--- src/flash_host_pkg.sv ---
// Shared constants, types and helpers for the serial flash host controller.
package flash_host_pkg;

    // ********************************************************************
    // Clock and timing
    // ********************************************************************
    localparam int CLK_MHZ       = 20;
    localparam int T_CSS_NS      = 250;
    localparam int T_CSH_NS      = 250;
    localparam int T_CS_NS       = 250;
    localparam int T_CSB_NS      = 200;
    localparam int T_BRBD_NS     = 1000;
    localparam int T_RST_NS      = 10000;
    localparam int T_REC_NS      = 1000;
    localparam int T_PWR_US      = 20000;
    localparam int F_SCK_CAR_MHZ = 10;
    // Least times round up to whole cycles.
    localparam int CSS_CYC  = (T_CSS_NS * CLK_MHZ + 999) / 1000;
    localparam int CSH_CYC  = (T_CSH_NS * CLK_MHZ + 999) / 1000;
    localparam int CS_CYC   = (T_CS_NS * CLK_MHZ + 999) / 1000;
    localparam int CSB_CYC  = (T_CSB_NS * CLK_MHZ + 999) / 1000;
    localparam int BRBD_CYC = (T_BRBD_NS * CLK_MHZ + 999) / 1000;
    localparam int RST_CYC  = (T_RST_NS * CLK_MHZ + 999) / 1000;
    localparam int REC_CYC  = (T_REC_NS * CLK_MHZ + 999) / 1000;
    localparam int PWR_CYC  = T_PWR_US * CLK_MHZ;
    // Half period of the serial clock; at least the read limit and two for the sync delay.
    localparam int SCK_HALF_MIN = (CLK_MHZ + 2 * F_SCK_CAR_MHZ - 1) / (2 * F_SCK_CAR_MHZ);
    localparam int SCK_HALF_CYC = (SCK_HALF_MIN > 2) ? SCK_HALF_MIN : 2;
    localparam int PAGE_BYTES   = 264;
    localparam int CNT_W        = 20;

    // ********************************************************************
    // Opcodes
    // ********************************************************************
    localparam logic [7:0] OP_CONT_POL  = 8'h68;
    localparam logic [7:0] OP_CONT_SPI  = 8'he8;
    localparam logic [7:0] OP_PAGE_POL  = 8'h52;
    localparam logic [7:0] OP_PAGE_SPI  = 8'hd2;
    localparam logic [7:0] OP_BUF1_POL  = 8'h54;
    localparam logic [7:0] OP_BUF2_POL  = 8'h56;
    localparam logic [7:0] OP_BUF1_SPI  = 8'hd4;
    localparam logic [7:0] OP_BUF2_SPI  = 8'hd6;
    localparam logic [7:0] OP_STAT_POL  = 8'h57;
    localparam logic [7:0] OP_STAT_SPI  = 8'hd7;
    localparam logic [7:0] OP_XFER_BUF1 = 8'h53;
    localparam logic [7:0] OP_XFER_BUF2 = 8'h55;
    localparam logic [7:0] OP_CMP_BUF1  = 8'h60;
    localparam logic [7:0] OP_CMP_BUF2  = 8'h61;
    localparam logic [2:0] DUMMY_ARRAY  = 3'h4;
    localparam logic [2:0] DUMMY_BUFFER = 3'h1;
    localparam logic [2:0] ADDR_BYTES   = 3'h3;

    // ********************************************************************
    // Types
    // ********************************************************************
    typedef enum logic [2:0] {
        CMD_CONT_READ  = 3'h0,
        CMD_BURST_READ = 3'h1,
        CMD_PAGE_READ  = 3'h2,
        CMD_BUF_READ   = 3'h3,
        CMD_STATUS     = 3'h4,
        CMD_TRANSFER   = 3'h5,
        CMD_COMPARE    = 3'h6
    } cmd_t;

    // Bit 1 set selects the SPI-compatible opcodes, bit 0 set idles the clock high.
    typedef enum logic [1:0] {
        MODE_POL_LOW  = 2'h0,
        MODE_POL_HIGH = 2'h1,
        MODE_SPI0     = 2'h2,
        MODE_SPI3     = 2'h3
    } mode_t;

    typedef struct packed {
        cmd_t         cmd;
        logic         buf_sel;
        logic [10:0]  page;
        logic [8:0]   col;
        logic [15:0]  count;
    } req_t;

    // ********************************************************************
    // Helpers
    // ********************************************************************
    function automatic logic [7:0] opcode_of(input cmd_t c, input logic b, input mode_t m);
        logic spi;
        spi = m[1];
        case (c)
            CMD_CONT_READ, CMD_BURST_READ: opcode_of = spi ? OP_CONT_SPI : OP_CONT_POL;
            CMD_PAGE_READ: opcode_of = spi ? OP_PAGE_SPI : OP_PAGE_POL;
            CMD_BUF_READ: opcode_of = spi ? (b ? OP_BUF2_SPI : OP_BUF1_SPI)
                                          : (b ? OP_BUF2_POL : OP_BUF1_POL);
            CMD_STATUS: opcode_of = spi ? OP_STAT_SPI : OP_STAT_POL;
            CMD_TRANSFER: opcode_of = b ? OP_XFER_BUF2 : OP_XFER_BUF1;
            default: opcode_of = b ? OP_CMP_BUF2 : OP_CMP_BUF1;
        endcase
    endfunction

    // Opcode, address and don't-care bytes that precede the data.
    function automatic logic [2:0] header_len(input cmd_t c);
        case (c)
            CMD_STATUS: header_len = 3'h1;
            CMD_BUF_READ: header_len = 3'h1 + ADDR_BYTES + DUMMY_BUFFER;
            CMD_TRANSFER, CMD_COMPARE: header_len = 3'h1 + ADDR_BYTES;
            default: header_len = 3'h1 + ADDR_BYTES + DUMMY_ARRAY;
        endcase
    endfunction

    function automatic logic is_internal(input cmd_t c);
        is_internal = (c == CMD_TRANSFER) || (c == CMD_COMPARE);
    endfunction

endpackage

--- src/flash_byte_shifter.sv ---
// Serial clock generator and one-byte shifter toward the flash pins.
`timescale 1ns/1ps
module flash_byte_shifter
    import flash_host_pkg::*;
(
    input  wire logic       i_clk,
    input  wire logic       i_rst_n,
    input  wire logic       i_start,
    input  wire logic [7:0] i_tx_byte,
    input  wire logic       i_idle_high,
    input  wire logic       i_miso,
    output logic            o_sck,
    output logic            o_mosi,
    output logic [7:0]      o_rx_byte,
    output logic            o_done
);
    import flash_host_pkg::*;

    // ********************************************************************
    // State
    // ********************************************************************
    logic       active, next_active;
    logic       high, next_high;
    logic [3:0] cnt, next_cnt;
    logic [2:0] bitn, next_bitn;
    logic [7:0] tx_sh, next_tx_sh;
    logic [7:0] rx_sh, next_rx_sh;
    logic       sck, next_sck;
    logic       mosi, next_mosi;
    logic       done, next_done;
    logic       miso_s1, miso_s2;

    // Two-flop synchroniser on the returning data pin.
    always_ff @(posedge i_clk or negedge i_rst_n) begin
        if (!i_rst_n) begin
            miso_s1 <= 1'b0;
            miso_s2 <= 1'b0;
        end else begin
            miso_s1 <= i_miso;
            miso_s2 <= miso_s1;
        end
    end

    // Each bit is a low phase then a high phase; data moves on the fall, the flash samples on the rise.
    always_comb begin
        next_active = active;
        next_high   = high;
        next_cnt    = cnt;
        next_bitn   = bitn;
        next_tx_sh  = tx_sh;
        next_rx_sh  = rx_sh;
        next_sck    = sck;
        next_mosi   = mosi;
        next_done   = 1'b0;
        if (!active) begin
            next_sck = i_idle_high;
            if (i_start) begin
                next_active = 1'b1;
                next_high   = 1'b0;
                next_cnt    = 4'h0;
                next_bitn   = 3'h0;
                next_tx_sh  = i_tx_byte;
                next_mosi   = i_tx_byte[7];
                next_sck    = 1'b0;
            end
        end else if (cnt == 4'(SCK_HALF_CYC - 1)) begin
            next_cnt = 4'h0;
            if (!high) begin
                next_high = 1'b1;
                next_sck  = 1'b1;
            end else begin
                // Read the returned bit just before the next falling edge.
                next_rx_sh = {rx_sh[6:0], miso_s2};
                if (bitn == 3'h7) begin
                    next_active = 1'b0;
                    next_done   = 1'b1;
                    next_sck    = i_idle_high;
                end else begin
                    next_bitn  = bitn + 3'h1;
                    next_high  = 1'b0;
                    next_sck   = 1'b0;
                    next_tx_sh = {tx_sh[6:0], 1'b0};
                    next_mosi  = tx_sh[6];
                end
            end
        end else begin
            next_cnt = cnt + 4'h1;
        end
    end

    // Registers of the shifter.
    always_ff @(posedge i_clk or negedge i_rst_n) begin
        if (!i_rst_n) begin
            active <= 1'b0;
            high   <= 1'b0;
            cnt    <= 4'h0;
            bitn   <= 3'h0;
            tx_sh  <= 8'h00;
            rx_sh  <= 8'h00;
            sck    <= 1'b0;
            mosi   <= 1'b0;
            done   <= 1'b0;
        end else begin
            active <= next_active;
            high   <= next_high;
            cnt    <= next_cnt;
            bitn   <= next_bitn;
            tx_sh  <= next_tx_sh;
            rx_sh  <= next_rx_sh;
            sck    <= next_sck;
            mosi   <= next_mosi;
            done   <= next_done;
        end
    end

    // Outputs come straight from flip-flops.
    assign o_sck     = sck;
    assign o_mosi    = mosi;
    assign o_rx_byte = rx_sh;
    assign o_done    = done;

endmodule // flash_byte_shifter

--- src/flash_host_ctrl.sv ---
// Host controller that sequences read and internal commands to a serial flash.
//
// Overview of operation
// - A command may start with the clock idling low or high.
// - Continuous and burst array reads use 68H, or E8H in SPI modes.
// - Main memory page read uses 52H, or D2H in SPI modes.
// - Buffer read uses 54H or 56H, or D4H or D6H in SPI modes.
// - Status read uses 57H, or D7H in SPI modes, with no address.
// - Continuous read clock at most 10 MHz, others at most 15 MHz.
// - Burst read pauses at least 1 us at each page boundary.
// - Select is held high before the flash reset is released.
// - Reserved high address bits are sent as zero.
// - Every field moves in whole bytes of exactly eight clocks.
// - Wait 20 ms after power-up before the first command.
// - Commands marked for any mode work in all four clock modes.
`timescale 1ns/1ps
module flash_host_ctrl
    import flash_host_pkg::*;
#(
    parameter int POWER_UP_CYC = PWR_CYC
) (
    input  wire logic                   i_clk,
    input  wire logic                   i_rst_n,
    input  wire flash_host_pkg::mode_t  i_mode,
    input  wire flash_host_pkg::req_t   i_req,
    input  wire logic                   i_req_valid,
    output logic                        o_req_ready,
    output logic [7:0]                  o_rd_data,
    output logic                        o_rd_valid,
    output logic                        o_done,
    output logic                        o_busy,
    output logic                        o_cs_n,
    output logic                        o_sck,
    output logic                        o_mosi,
    output logic                        o_flash_rst_n,
    input  wire logic                   i_miso,
    input  wire logic                   i_rdy
);
    import flash_host_pkg::*;

    // ********************************************************************
    // Declarations
    // ********************************************************************
    typedef enum logic [3:0] {
        ST_POWER   = 4'h0,
        ST_RECOVER = 4'h1,
        ST_IDLE    = 4'h3,
        ST_SETUP   = 4'h2,
        ST_SHIFT   = 4'h6,
        ST_PAUSE   = 4'h7,
        ST_HOLD    = 4'h5,
        ST_CSHIGH  = 4'h4,
        ST_WAIT    = 4'hc
    } state_t;

    state_t             state, next_state;
    logic [CNT_W-1:0]   cnt, next_cnt;
    req_t               req, next_req;
    mode_t              mode, next_mode;
    logic [2:0]         pos, next_pos;
    logic               data_ph, next_data_ph;
    logic [15:0]        left, next_left;
    logic [8:0]         col, next_col;
    logic [7:0]         rd_data, next_rd_data;
    logic               rd_valid, next_rd_valid;
    logic               done, next_done;
    logic               cs_n, next_cs_n;
    logic               frst_n, next_frst_n;
    logic               start, next_start;
    logic [7:0]         tx, next_tx;
    logic               rdy_s1, rdy_s2;
    logic               eng_done;
    logic [7:0]         eng_rx;

    // Byte of the command header at a given position.
    function automatic logic [7:0] header_byte(input req_t r, input mode_t m,
                                               input logic [2:0] p);
        logic [10:0] pg;
        logic [8:0]  cl;
        pg = (r.cmd == CMD_BUF_READ) ? 11'h000 : r.page;
        cl = is_internal(r.cmd) ? 9'h000 : r.col;
        case (p)
            3'h0: header_byte = opcode_of(r.cmd, r.buf_sel, m);
            3'h1: header_byte = {4'h0, pg[10:7]};
            3'h2: header_byte = {pg[6:0], cl[8]};
            3'h3: header_byte = cl[7:0];
            default: header_byte = 8'h00;
        endcase
    endfunction

    // Count-up helper: true on the last cycle of a wait of n cycles.
    function automatic logic elapsed(input logic [CNT_W-1:0] c, input int n);
        elapsed = (c >= CNT_W'(n - 1));
    endfunction

    // ********************************************************************
    // Pin synchroniser and byte engine
    // ********************************************************************
    // Two-flop synchroniser on the ready/busy pin.
    always_ff @(posedge i_clk or negedge i_rst_n) begin
        if (!i_rst_n) begin
            rdy_s1 <= 1'b0;
            rdy_s2 <= 1'b0;
        end else begin
            rdy_s1 <= i_rdy;
            rdy_s2 <= rdy_s1;
        end
    end

    // Serial clock runs at a fixed divide well under the continuous read limit.
    flash_byte_shifter u_shifter (
        .i_clk       (i_clk),
        .i_rst_n     (i_rst_n),
        .i_start     (start),
        .i_tx_byte   (tx),
        .i_idle_high (mode[0]),
        .i_miso      (i_miso),
        .o_sck       (o_sck),
        .o_mosi      (o_mosi),
        .o_rx_byte   (eng_rx),
        .o_done      (eng_done)
    );

    // ********************************************************************
    // Command sequencer
    // ********************************************************************
    // Next-state logic for power-up, framing, header, data and busy wait.
    always_comb begin
        next_state    = state;
        next_cnt      = cnt;
        next_req      = req;
        next_mode     = mode;
        next_pos      = pos;
        next_data_ph  = data_ph;
        next_left     = left;
        next_col      = col;
        next_rd_data  = rd_data;
        next_rd_valid = 1'b0;
        next_done     = 1'b0;
        next_cs_n     = cs_n;
        next_frst_n   = frst_n;
        next_start    = 1'b0;
        next_tx       = tx;
        case (state)
            ST_POWER: begin
                // Reset held low with select high through the power-up wait.
                next_cs_n   = 1'b1;
                next_frst_n = 1'b0;
                next_cnt    = cnt + CNT_W'(1);
                if (elapsed(cnt, POWER_UP_CYC) && elapsed(cnt, RST_CYC)) begin
                    next_frst_n = 1'b1;
                    next_cnt    = '0;
                    next_state  = ST_RECOVER;
                end
            end
            ST_RECOVER: begin
                next_cnt = cnt + CNT_W'(1);
                if (elapsed(cnt, REC_CYC)) begin
                    next_state = ST_IDLE;
                end
            end
            ST_IDLE: begin
                if (i_req_valid && rdy_s2) begin
                    next_req     = i_req;
                    next_mode    = i_mode;
                    next_pos     = 3'h0;
                    next_data_ph = 1'b0;
                    next_left    = i_req.count;
                    next_col     = i_req.col;
                    next_cnt     = '0;
                    next_state   = ST_SETUP;
                end
            end
            ST_SETUP: begin
                // Select falls only once the clock sits at the new mode's idle level.
                next_cnt = cnt + CNT_W'(1);
                if (elapsed(cnt, 2)) begin
                    next_cs_n = 1'b0;
                end
                if (elapsed(cnt, CSS_CYC + 2)) begin
                    next_tx    = header_byte(req, mode, 3'h0);
                    next_start = 1'b1;
                    next_state = ST_SHIFT;
                end
            end
            ST_SHIFT: begin
                if (eng_done && !data_ph) begin
                    if (pos == header_len(req.cmd) - 3'h1) begin
                        if (is_internal(req.cmd) || left == 16'h0000) begin
                            next_cnt   = '0;
                            next_state = ST_HOLD;
                        end else begin
                            next_data_ph = 1'b1;
                            next_tx      = 8'h00;
                            next_start   = 1'b1;
                        end
                    end else begin
                        next_pos   = pos + 3'h1;
                        next_tx    = header_byte(req, mode, pos + 3'h1);
                        next_start = 1'b1;
                    end
                end else if (eng_done) begin
                    next_rd_data  = eng_rx;
                    next_rd_valid = 1'b1;
                    next_left     = left - 16'h0001;
                    next_col      = (col == 9'(PAGE_BYTES - 1)) ? 9'h000 : col + 9'h001;
                    next_tx       = 8'h00;
                    next_cnt      = '0;
                    if (left == 16'h0001) begin
                        next_state = ST_HOLD;
                    end else if (req.cmd == CMD_BURST_READ && col == 9'(PAGE_BYTES - 1)) begin
                        next_state = ST_PAUSE;
                    end else begin
                        next_start = 1'b1;
                    end
                end
            end
            ST_PAUSE: begin
                // Clock stays parked while the flash crosses into the next page.
                next_cnt = cnt + CNT_W'(1);
                if (elapsed(cnt, BRBD_CYC)) begin
                    next_start = 1'b1;
                    next_state = ST_SHIFT;
                end
            end
            ST_HOLD: begin
                next_cnt = cnt + CNT_W'(1);
                if (elapsed(cnt, CSH_CYC)) begin
                    next_cs_n  = 1'b1;
                    next_cnt   = '0;
                    next_state = ST_CSHIGH;
                end
            end
            ST_CSHIGH: begin
                // The select-high time also covers the delay until busy shows.
                next_cnt = cnt + CNT_W'(1);
                if (elapsed(cnt, CS_CYC) && elapsed(cnt, CSB_CYC)) begin
                    if (is_internal(req.cmd)) begin
                        next_state = ST_WAIT;
                    end else begin
                        next_done  = 1'b1;
                        next_state = ST_IDLE;
                    end
                end
            end
            ST_WAIT: begin
                // Transfer or compare ends only when ready returns.
                if (rdy_s2) begin
                    next_done  = 1'b1;
                    next_state = ST_IDLE;
                end
            end
            default: begin
                next_state = ST_POWER;
                next_cnt   = '0;
            end
        endcase
    end

    // Registers of the sequencer.
    always_ff @(posedge i_clk or negedge i_rst_n) begin
        if (!i_rst_n) begin
            state    <= ST_POWER;
            cnt      <= '0;
            req      <= '0;
            mode     <= MODE_POL_LOW;
            pos      <= 3'h0;
            data_ph  <= 1'b0;
            left     <= 16'h0000;
            col      <= 9'h000;
            rd_data  <= 8'h00;
            rd_valid <= 1'b0;
            done     <= 1'b0;
            cs_n     <= 1'b1;
            frst_n   <= 1'b0;
            start    <= 1'b0;
            tx       <= 8'h00;
        end else begin
            state    <= next_state;
            cnt      <= next_cnt;
            req      <= next_req;
            mode     <= next_mode;
            pos      <= next_pos;
            data_ph  <= next_data_ph;
            left     <= next_left;
            col      <= next_col;
            rd_data  <= next_rd_data;
            rd_valid <= next_rd_valid;
            done     <= next_done;
            cs_n     <= next_cs_n;
            frst_n   <= next_frst_n;
            start    <= next_start;
            tx       <= next_tx;
        end
    end

    // ********************************************************************
    // Outputs
    // ********************************************************************
    // Ready and busy are combinational; valid, done, data and pins come from flip-flops.
    assign o_req_ready   = (state == ST_IDLE) && rdy_s2;
    assign o_busy        = (state != ST_IDLE);
    assign o_rd_data     = rd_data;
    assign o_rd_valid    = rd_valid;
    assign o_done        = done;
    assign o_cs_n        = cs_n;
    assign o_flash_rst_n = frst_n;

endmodule // flash_host_ctrl

--- config.mk ---
export PLATFORM = sky130hd
export DESIGN_NAME = flash_host_ctrl
export DESIGN_NICKNAME = d
export VERILOG_FILES = /design/src/flash_host_pkg.sv /design/src/flash_byte_shifter.sv /design/src/flash_host_ctrl.sv
export SDC_FILE = /design/constraint.sdc
export NUM_CORES = 1
export LEC_CHECK = 0
export BUFFER_PORTS_ARGS = -buffer_cell sky130_fd_sc_hd__buf_2
export CAP_MARGIN = 20
export CORE_MARGIN = 2
export CORE_UTILIZATION = 60
export CTS_CLUSTER_SIZE = 10
export DETAILED_ROUTE_END_ITERATION = 8
export PLACE_DENSITY = 0.8
export SLEW_MARGIN = 0
export SYNTH_ARGS = -nofsm -noshare
export SYNTH_HDL_FRONTEND = slang
export SYNTH_SLANG_ARGS = --single-unit
--- constraint.sdc ---
create_clock -name i_clk -period 6.2 [get_ports i_clk]
set_input_delay 0.62 -clock i_clk [delete_from_list [all_inputs] [get_ports i_clk]]
set_output_delay 0.62 -clock i_clk [all_outputs]
set_load 0.1 [all_outputs]
Word level (Yosys, flattened, before mapping) --
Index checks and enable logic that the tools add are counted.
Operators by class: $add $sub $neg 7, multiplexer cells 119, bitwise gates (word level) 2, reductions and logical operators 32, eq/ne operators 46, order comparisons 7
Operator list (number):
- $mux 20 | 7
- $pmux 20 s6 | 1
- $mux 4 | 18
- $mux 8 | 9
- $mux 16 | 3
- $mux 1 | 45
- $mux 9 | 5
- $ge 20x3->1 const B | 2
- $pmux 8 s5 | 1
- $pmux 4 s9 | 1
- $mux 7 | 5
- $ne 2x2->1 const B | 17
- $mux 3 | 11
- $pmux 16 s2 | 1
- $pmux 8 s4 | 1
- $add 20x1->20 const B | 1
- $ge 20x1->1 const B | 1
- $ge 20x19->1 const B | 1
- $ge 20x2->1 const B | 1
- $ge 20x5->1 const B | 1
- $ge 20x8->1 const B | 1
- $pmux 9 s2 | 1
- $eq 16x1->1 const B | 1
- $eq 4x3->1 const B | 4
- 41 further kinds | 74
Word-level totals: logic and storage cells 244, output and inout bits 16, bits in registers 131, input port bits 47

Logic depth before layout (Yosys ltp) --
depth after elaboration 10, mapped depth 9

By module --
From an unflattened synthesis, not the netlist that was laid out.
Unflattened totals: cells, all modules 827, area, all modules 7423.4 um^2
Modules (own cells, without submodules):
- flash_host_ctrl | times used 1, area each 5987.0 um^2, cells each 698
- flash_byte_shifter | times used 1, area each 1436.4 um^2, cells each 129

Worst setup path before layout --
No wires, ideal clock.
path kind register -> register, from reg cnt[1], to reg state[1], clock period less this slack 2.303 ns, slack 3.897 ns, data arrival time 2.175 ns, stages on the path, launching flop included 9, buffers on the path 1, cell sequence dfrtp_1 -> ha_1 -> and3_1 -> buf_2 -> a21oi_1 -> o31ai_2 -> nand4_1 -> a211oi_2 -> mux2_1
On the way: longest elaborated chain between the ends 4, elaborated cells on any way between the ends 15
RTL lines:
- start, declared | line flash_host_ctrl.sv:57 | logic [CNT_W-1:0] cnt, next_cnt;
- start signal, assigned | line flash_host_ctrl.sv:280 | cnt <= next_cnt;
- $ge 20x3->1 (tied with other cells) | line flash_host_ctrl.sv:93 | elapsed = (c >= CNT_W'(n - 1));
- $logic_and 1x1->1, on equally long branches | line flash_host_ctrl.sv:237, flash_host_ctrl.sv:150
- $ne 2x2->1 (no source line)
- $reduce_and 12->1 (no source line) *
- end signal, assigned | line flash_host_ctrl.sv:279 | state <= next_state;
- end, declared | line flash_host_ctrl.sv:56 | state_t state, next_state;
Mark *: on every way between the ends. The rest lies on a longest branch, timed or not. A chain may end at the register's enable or synchronous reset.

Final worst setup path --
from reg u_shifter.cnt[1], to reg u_shifter.bitn[0]
On the way: longest elaborated chain between the ends 3
RTL lines:
- start, declared | line flash_byte_shifter.sv:24 | logic [3:0] cnt, next_cnt;
- start signal, assigned | line flash_byte_shifter.sv:106 | cnt <= next_cnt;
- $eq 4x1->1 | line flash_byte_shifter.sv:66 | end else if (cnt == 4'(SCK_HALF_CYC - 1)) begin
- $ne 2x2->1 (no source line)
- $reduce_and 4->1 (no source line)
- end signal, assigned | line flash_byte_shifter.sv:107 | bitn <= next_bitn;
- end, declared | line flash_byte_shifter.sv:25 | logic [2:0] bitn, next_bitn;
No other way between the ends.

==> flow_metrics.py <==
metrics = {
    "cts": {
        "cts_setup_buffers": 0,
        "cts_max_level": 4,
        "post_cts_resized": 0,
        "numCtsBuffers": 17,
        "cts_root_buf": "clkbuf_16",
        "clk_path_buf_depth": 2,
        "cts_sinks": 131,
        "hold_buffers": 0,
        "clk_pin_slew_ps": 50,
        "worstSkewPairLatency_ps": 410,
        "cts_tree": "yes",
    },
    "setup_path": {
        "reg2reg_setup_slack_ps": 3120,
        "critPathRequiredTime_ps": 6500,
        "cp_cell_sequence": "inv_1 -> ha_1 -> nor3b_1 -> nand3_1 -> nor2_1 -> nor2_1 -> mux2_2",
        "crit_buf_inv": 1,
        "path_common_cell": "nor2_1",
        "cpPeakStageDelay_ps": 630,
        "crit_slowest_cell": "nor3b_1",
        "path_max_fanout": 17,
        "r2r-start": "u_shifter.cnt[1]",
        "r2r-end": "u_shifter.bitn[0]",
        "cp-end-kind": "flip-flop",
        "cp_top_family": "simple AND/OR/NAND/NOR gates",
        "r2r_cells": 7,
        "crit_path_start_kind": "flip-flop",
        "cp.arrival_ps": 3380,
        "critPathKind": "reg -> reg",
    },
    "timing": {
        "max_freq_mhz": 325,
        "timing.final.crit_share_pct": 49.7,
        "finClkSkew_ps": 9.83,
        "slew_headroom_pct": 35.8,
        "slew_violations": 0,
        "rsz0062_at_grt": "no",
        "finalSetupViolCount": 0,
        "hold_ws_ps": 310,
        "worst_pin_slew_ps": 963,
        "fin_crit_ps": 3080,
        "hold_viol_final": 0,
        "setup_tns_ps": 0,
    },
    "global_route": {
        "globalRoute.totalOverflow": 0,
        "antenna_found_initial": 0,
        "grt_pass1_vias": 5760,
        "grt_max_degree": 78,
        "grt_pass1_wl_mm": 28.2,
        "gr-usage-all-layers_pct": 27.6,
    },
    "logic_synthesis": {
        "syn_area_sq_um": 7120,
        "netlist_instances": 726,
        "yosys_register_bits": 131,
        "synth_top_area_share_pct": 45.7,
        "yosys-top-cells-area": "dfrtp_1 (46%), mux2_2 (8.1%), o21ai_0 (5.0%)",
        "synth_warnings": 0,
        "synth_edf_count": 0,
        "synth_fp_nets": 794,
        "avgSynthCellArea_sq_um": 9.80,
        "yosysTopAreaCell": "dfrtp_1",
        "async_reset_ff_share_pct": 100,
        "ys_seq_area_share_pct": 46.1,
        "synthFlopType": "dfrtp_1",
        "synth_cell_types": 77,
    },
    "power_and_ir_drop": {
        "swShare_pct": 40.1,
        "intPower_w": 0.00253,
        "clockPowerShare_pct": 25.7,
        "switching_power_w": 0.00169,
        "power.total_w": 0.00422,
        "pwr-share-comb_pct": 38.5,
        "power_density_nw_per_um2": 520,
        "leakage_nw": 3.73,
        "p_seq_share_pct": 35.8,
        "irDropWorstVdd_v": 0.000290,
    },
    "detailed_routing": {
        "drtAntennaViolNets": 0,
        "vias_per_cell": 6.34,
        "drt_iter0_drc": 472,
        "first_pass_iters": 8,
        "wl_per_cell_um": 17.9,
        "routed_wl_mm": 16.7,
        "vias": 5880,
        "remaining_drc_errors": 2,
    },
    "place": {
        "hpwl_mm": 11.2,
        "gp_congestion": 0.943,
        "io_buffers": 62,
    },
    "floorplan": {
        "rows": 39,
        "dieArea_sq_um": 12700,
        "fp.coreArea_sq_um": 11500,
        "die_w_um": 113,
        "fp.dieH_um": 113,
        "ios": 63,
        "start_util_pct": 61.8,
    },
    "cells_and_area": {
        "final_core_util_pct": 70.5,
        "n_antenna_cell": 0,
        "layout_common_cells": "dfrtp_1 (130), o21ai_0 (71), nand2_1 (64)",
        "drive_gt1_share_pct": 21.4,
        "fin_nets": 840,
        "layout_commonest_cell": "dfrtp_1",
        "syn2layout_area_growth_pct": 14.0,
    },
    "outcome": {
        "status": "complete, but fails checks",
        "failed_checks": "DRC",
    },
    "run": {
        "max-cap-violations": 0,
    },
    "min_path": {
        "whs_path_depth": 1,
        "worstHoldStart": "i_rdy",
        "hold_class": "in -> reg",
        "min_to": "rdy_s1",
    },
}
## layout make-up
cell class / instances / area (sq um)
multi-input cells: 531 / 3580
fillers: 826 / 3400
flip-flops and latches: 131 / 3280
clock buffers: 23 / 458
repair buffers: 67 / 350
well taps: 143 / 179
clock inverters: 9 / 178
inverters: 24 / 90.1
## cell usage after synthesis, drive strengths merged, types with 5 or more instances
cell type / n
mux2i: 11
nor2b: 5
a22o: 9
nand2b: 8
nor3: 9
nand3: 25
a22oi: 14
nor4: 8
nor2: 50
clkbuf: 26
mux2: 52
a21o: 5
nor3b: 10
inv: 24
o31ai: 5
o21ai: 71
a21oi: 48
nand2: 64
dfrtp: 130
buf: 14
o211ai: 7
nand4: 8
or4: 5
and3: 15
ha: 21
or3: 6
## metal layers
metal / GRT usage (%) / vias up / part of all wire, %
met5: 0 / - / 0
met4: 9.43 / 0 / 1.8
met3: 6.53 / 28 / 5.3
met2: 44.3 / 175 / 49
met1: 37.4 / 2922 / 44
li1: - / 2755 / -
## power by group through the flow
stage               sequential, W  combinational, W  clock (W)
finish                    0.00151           0.00162    0.00108
global route              0.00156           0.00182    0.00114
CTS                       0.00150           0.00162    0.00110
detailed placement        0.00151           0.00159          0
global placement          0.00148           0.00154          0
floorplan                 0.00144           0.00126          0
## flip-flops by register name, summed over array words and instances (netlist names), 4 cells and up
register / count
col: 9
tx: 8
u_shifter.tx_sh: 7
u_shifter.cnt: 4
left: 16
state: 4
u_shifter.o_rx_byte: 8
o_rd_data: 8
req: 24
cnt: 20
## how the worst max path moves through the flow
stage / from / end / slack [ps] / depth (start not counted)
after floorplan: cnt[1] / state[1] / 3900 / 8
after global placement: u_shifter.cnt[1] / u_shifter.bitn[0] / 3460 / 7
after detailed placement: u_shifter.cnt[1] / u_shifter.bitn[0] / 3260 / 7
after CTS: u_shifter.cnt[1] / u_shifter.bitn[0] / 3160 / 7
after global routing: u_shifter.cnt[1] / u_shifter.bitn[0] / 2860 / 7
final: u_shifter.cnt[1] / u_shifter.bitn[0] / 3120 / 7
## logic make-up (layout without fill, tap and decap cells)
| group | Yosys count | count (layout) | share of synthesized area, % |
|---|---|---|---|
| xor+xnor | 8 | 8 | 0.985 |
| buf+inv | 64 | 123 | 3.66 |
| simple gates | 238 | 238 | 17.5 |
| fa+ha+maj | 22 | 22 | 3.83 |
| mux | 63 | 63 | 9.78 |
| flops | 131 | 131 | 46.1 |
| compound gates | 200 | 200 | 18.1 |
## per-stage QoR
| step | area (sq um) | worst slack, ps | cells |
|---|---|---|---|
| CTS | 8120 | 3160 | 928 |
| detailed placement | 7480 | 3260 | 896 |
| finish | 8120 | 3120 | 928 |
| global route | 8120 | 2860 | 928 |
| floorplan | 7120 | 3900 | 726 |
| global placement | 7480 | 3460 | 896 |
Note: power is estimated with default switching activity, not from simulation.
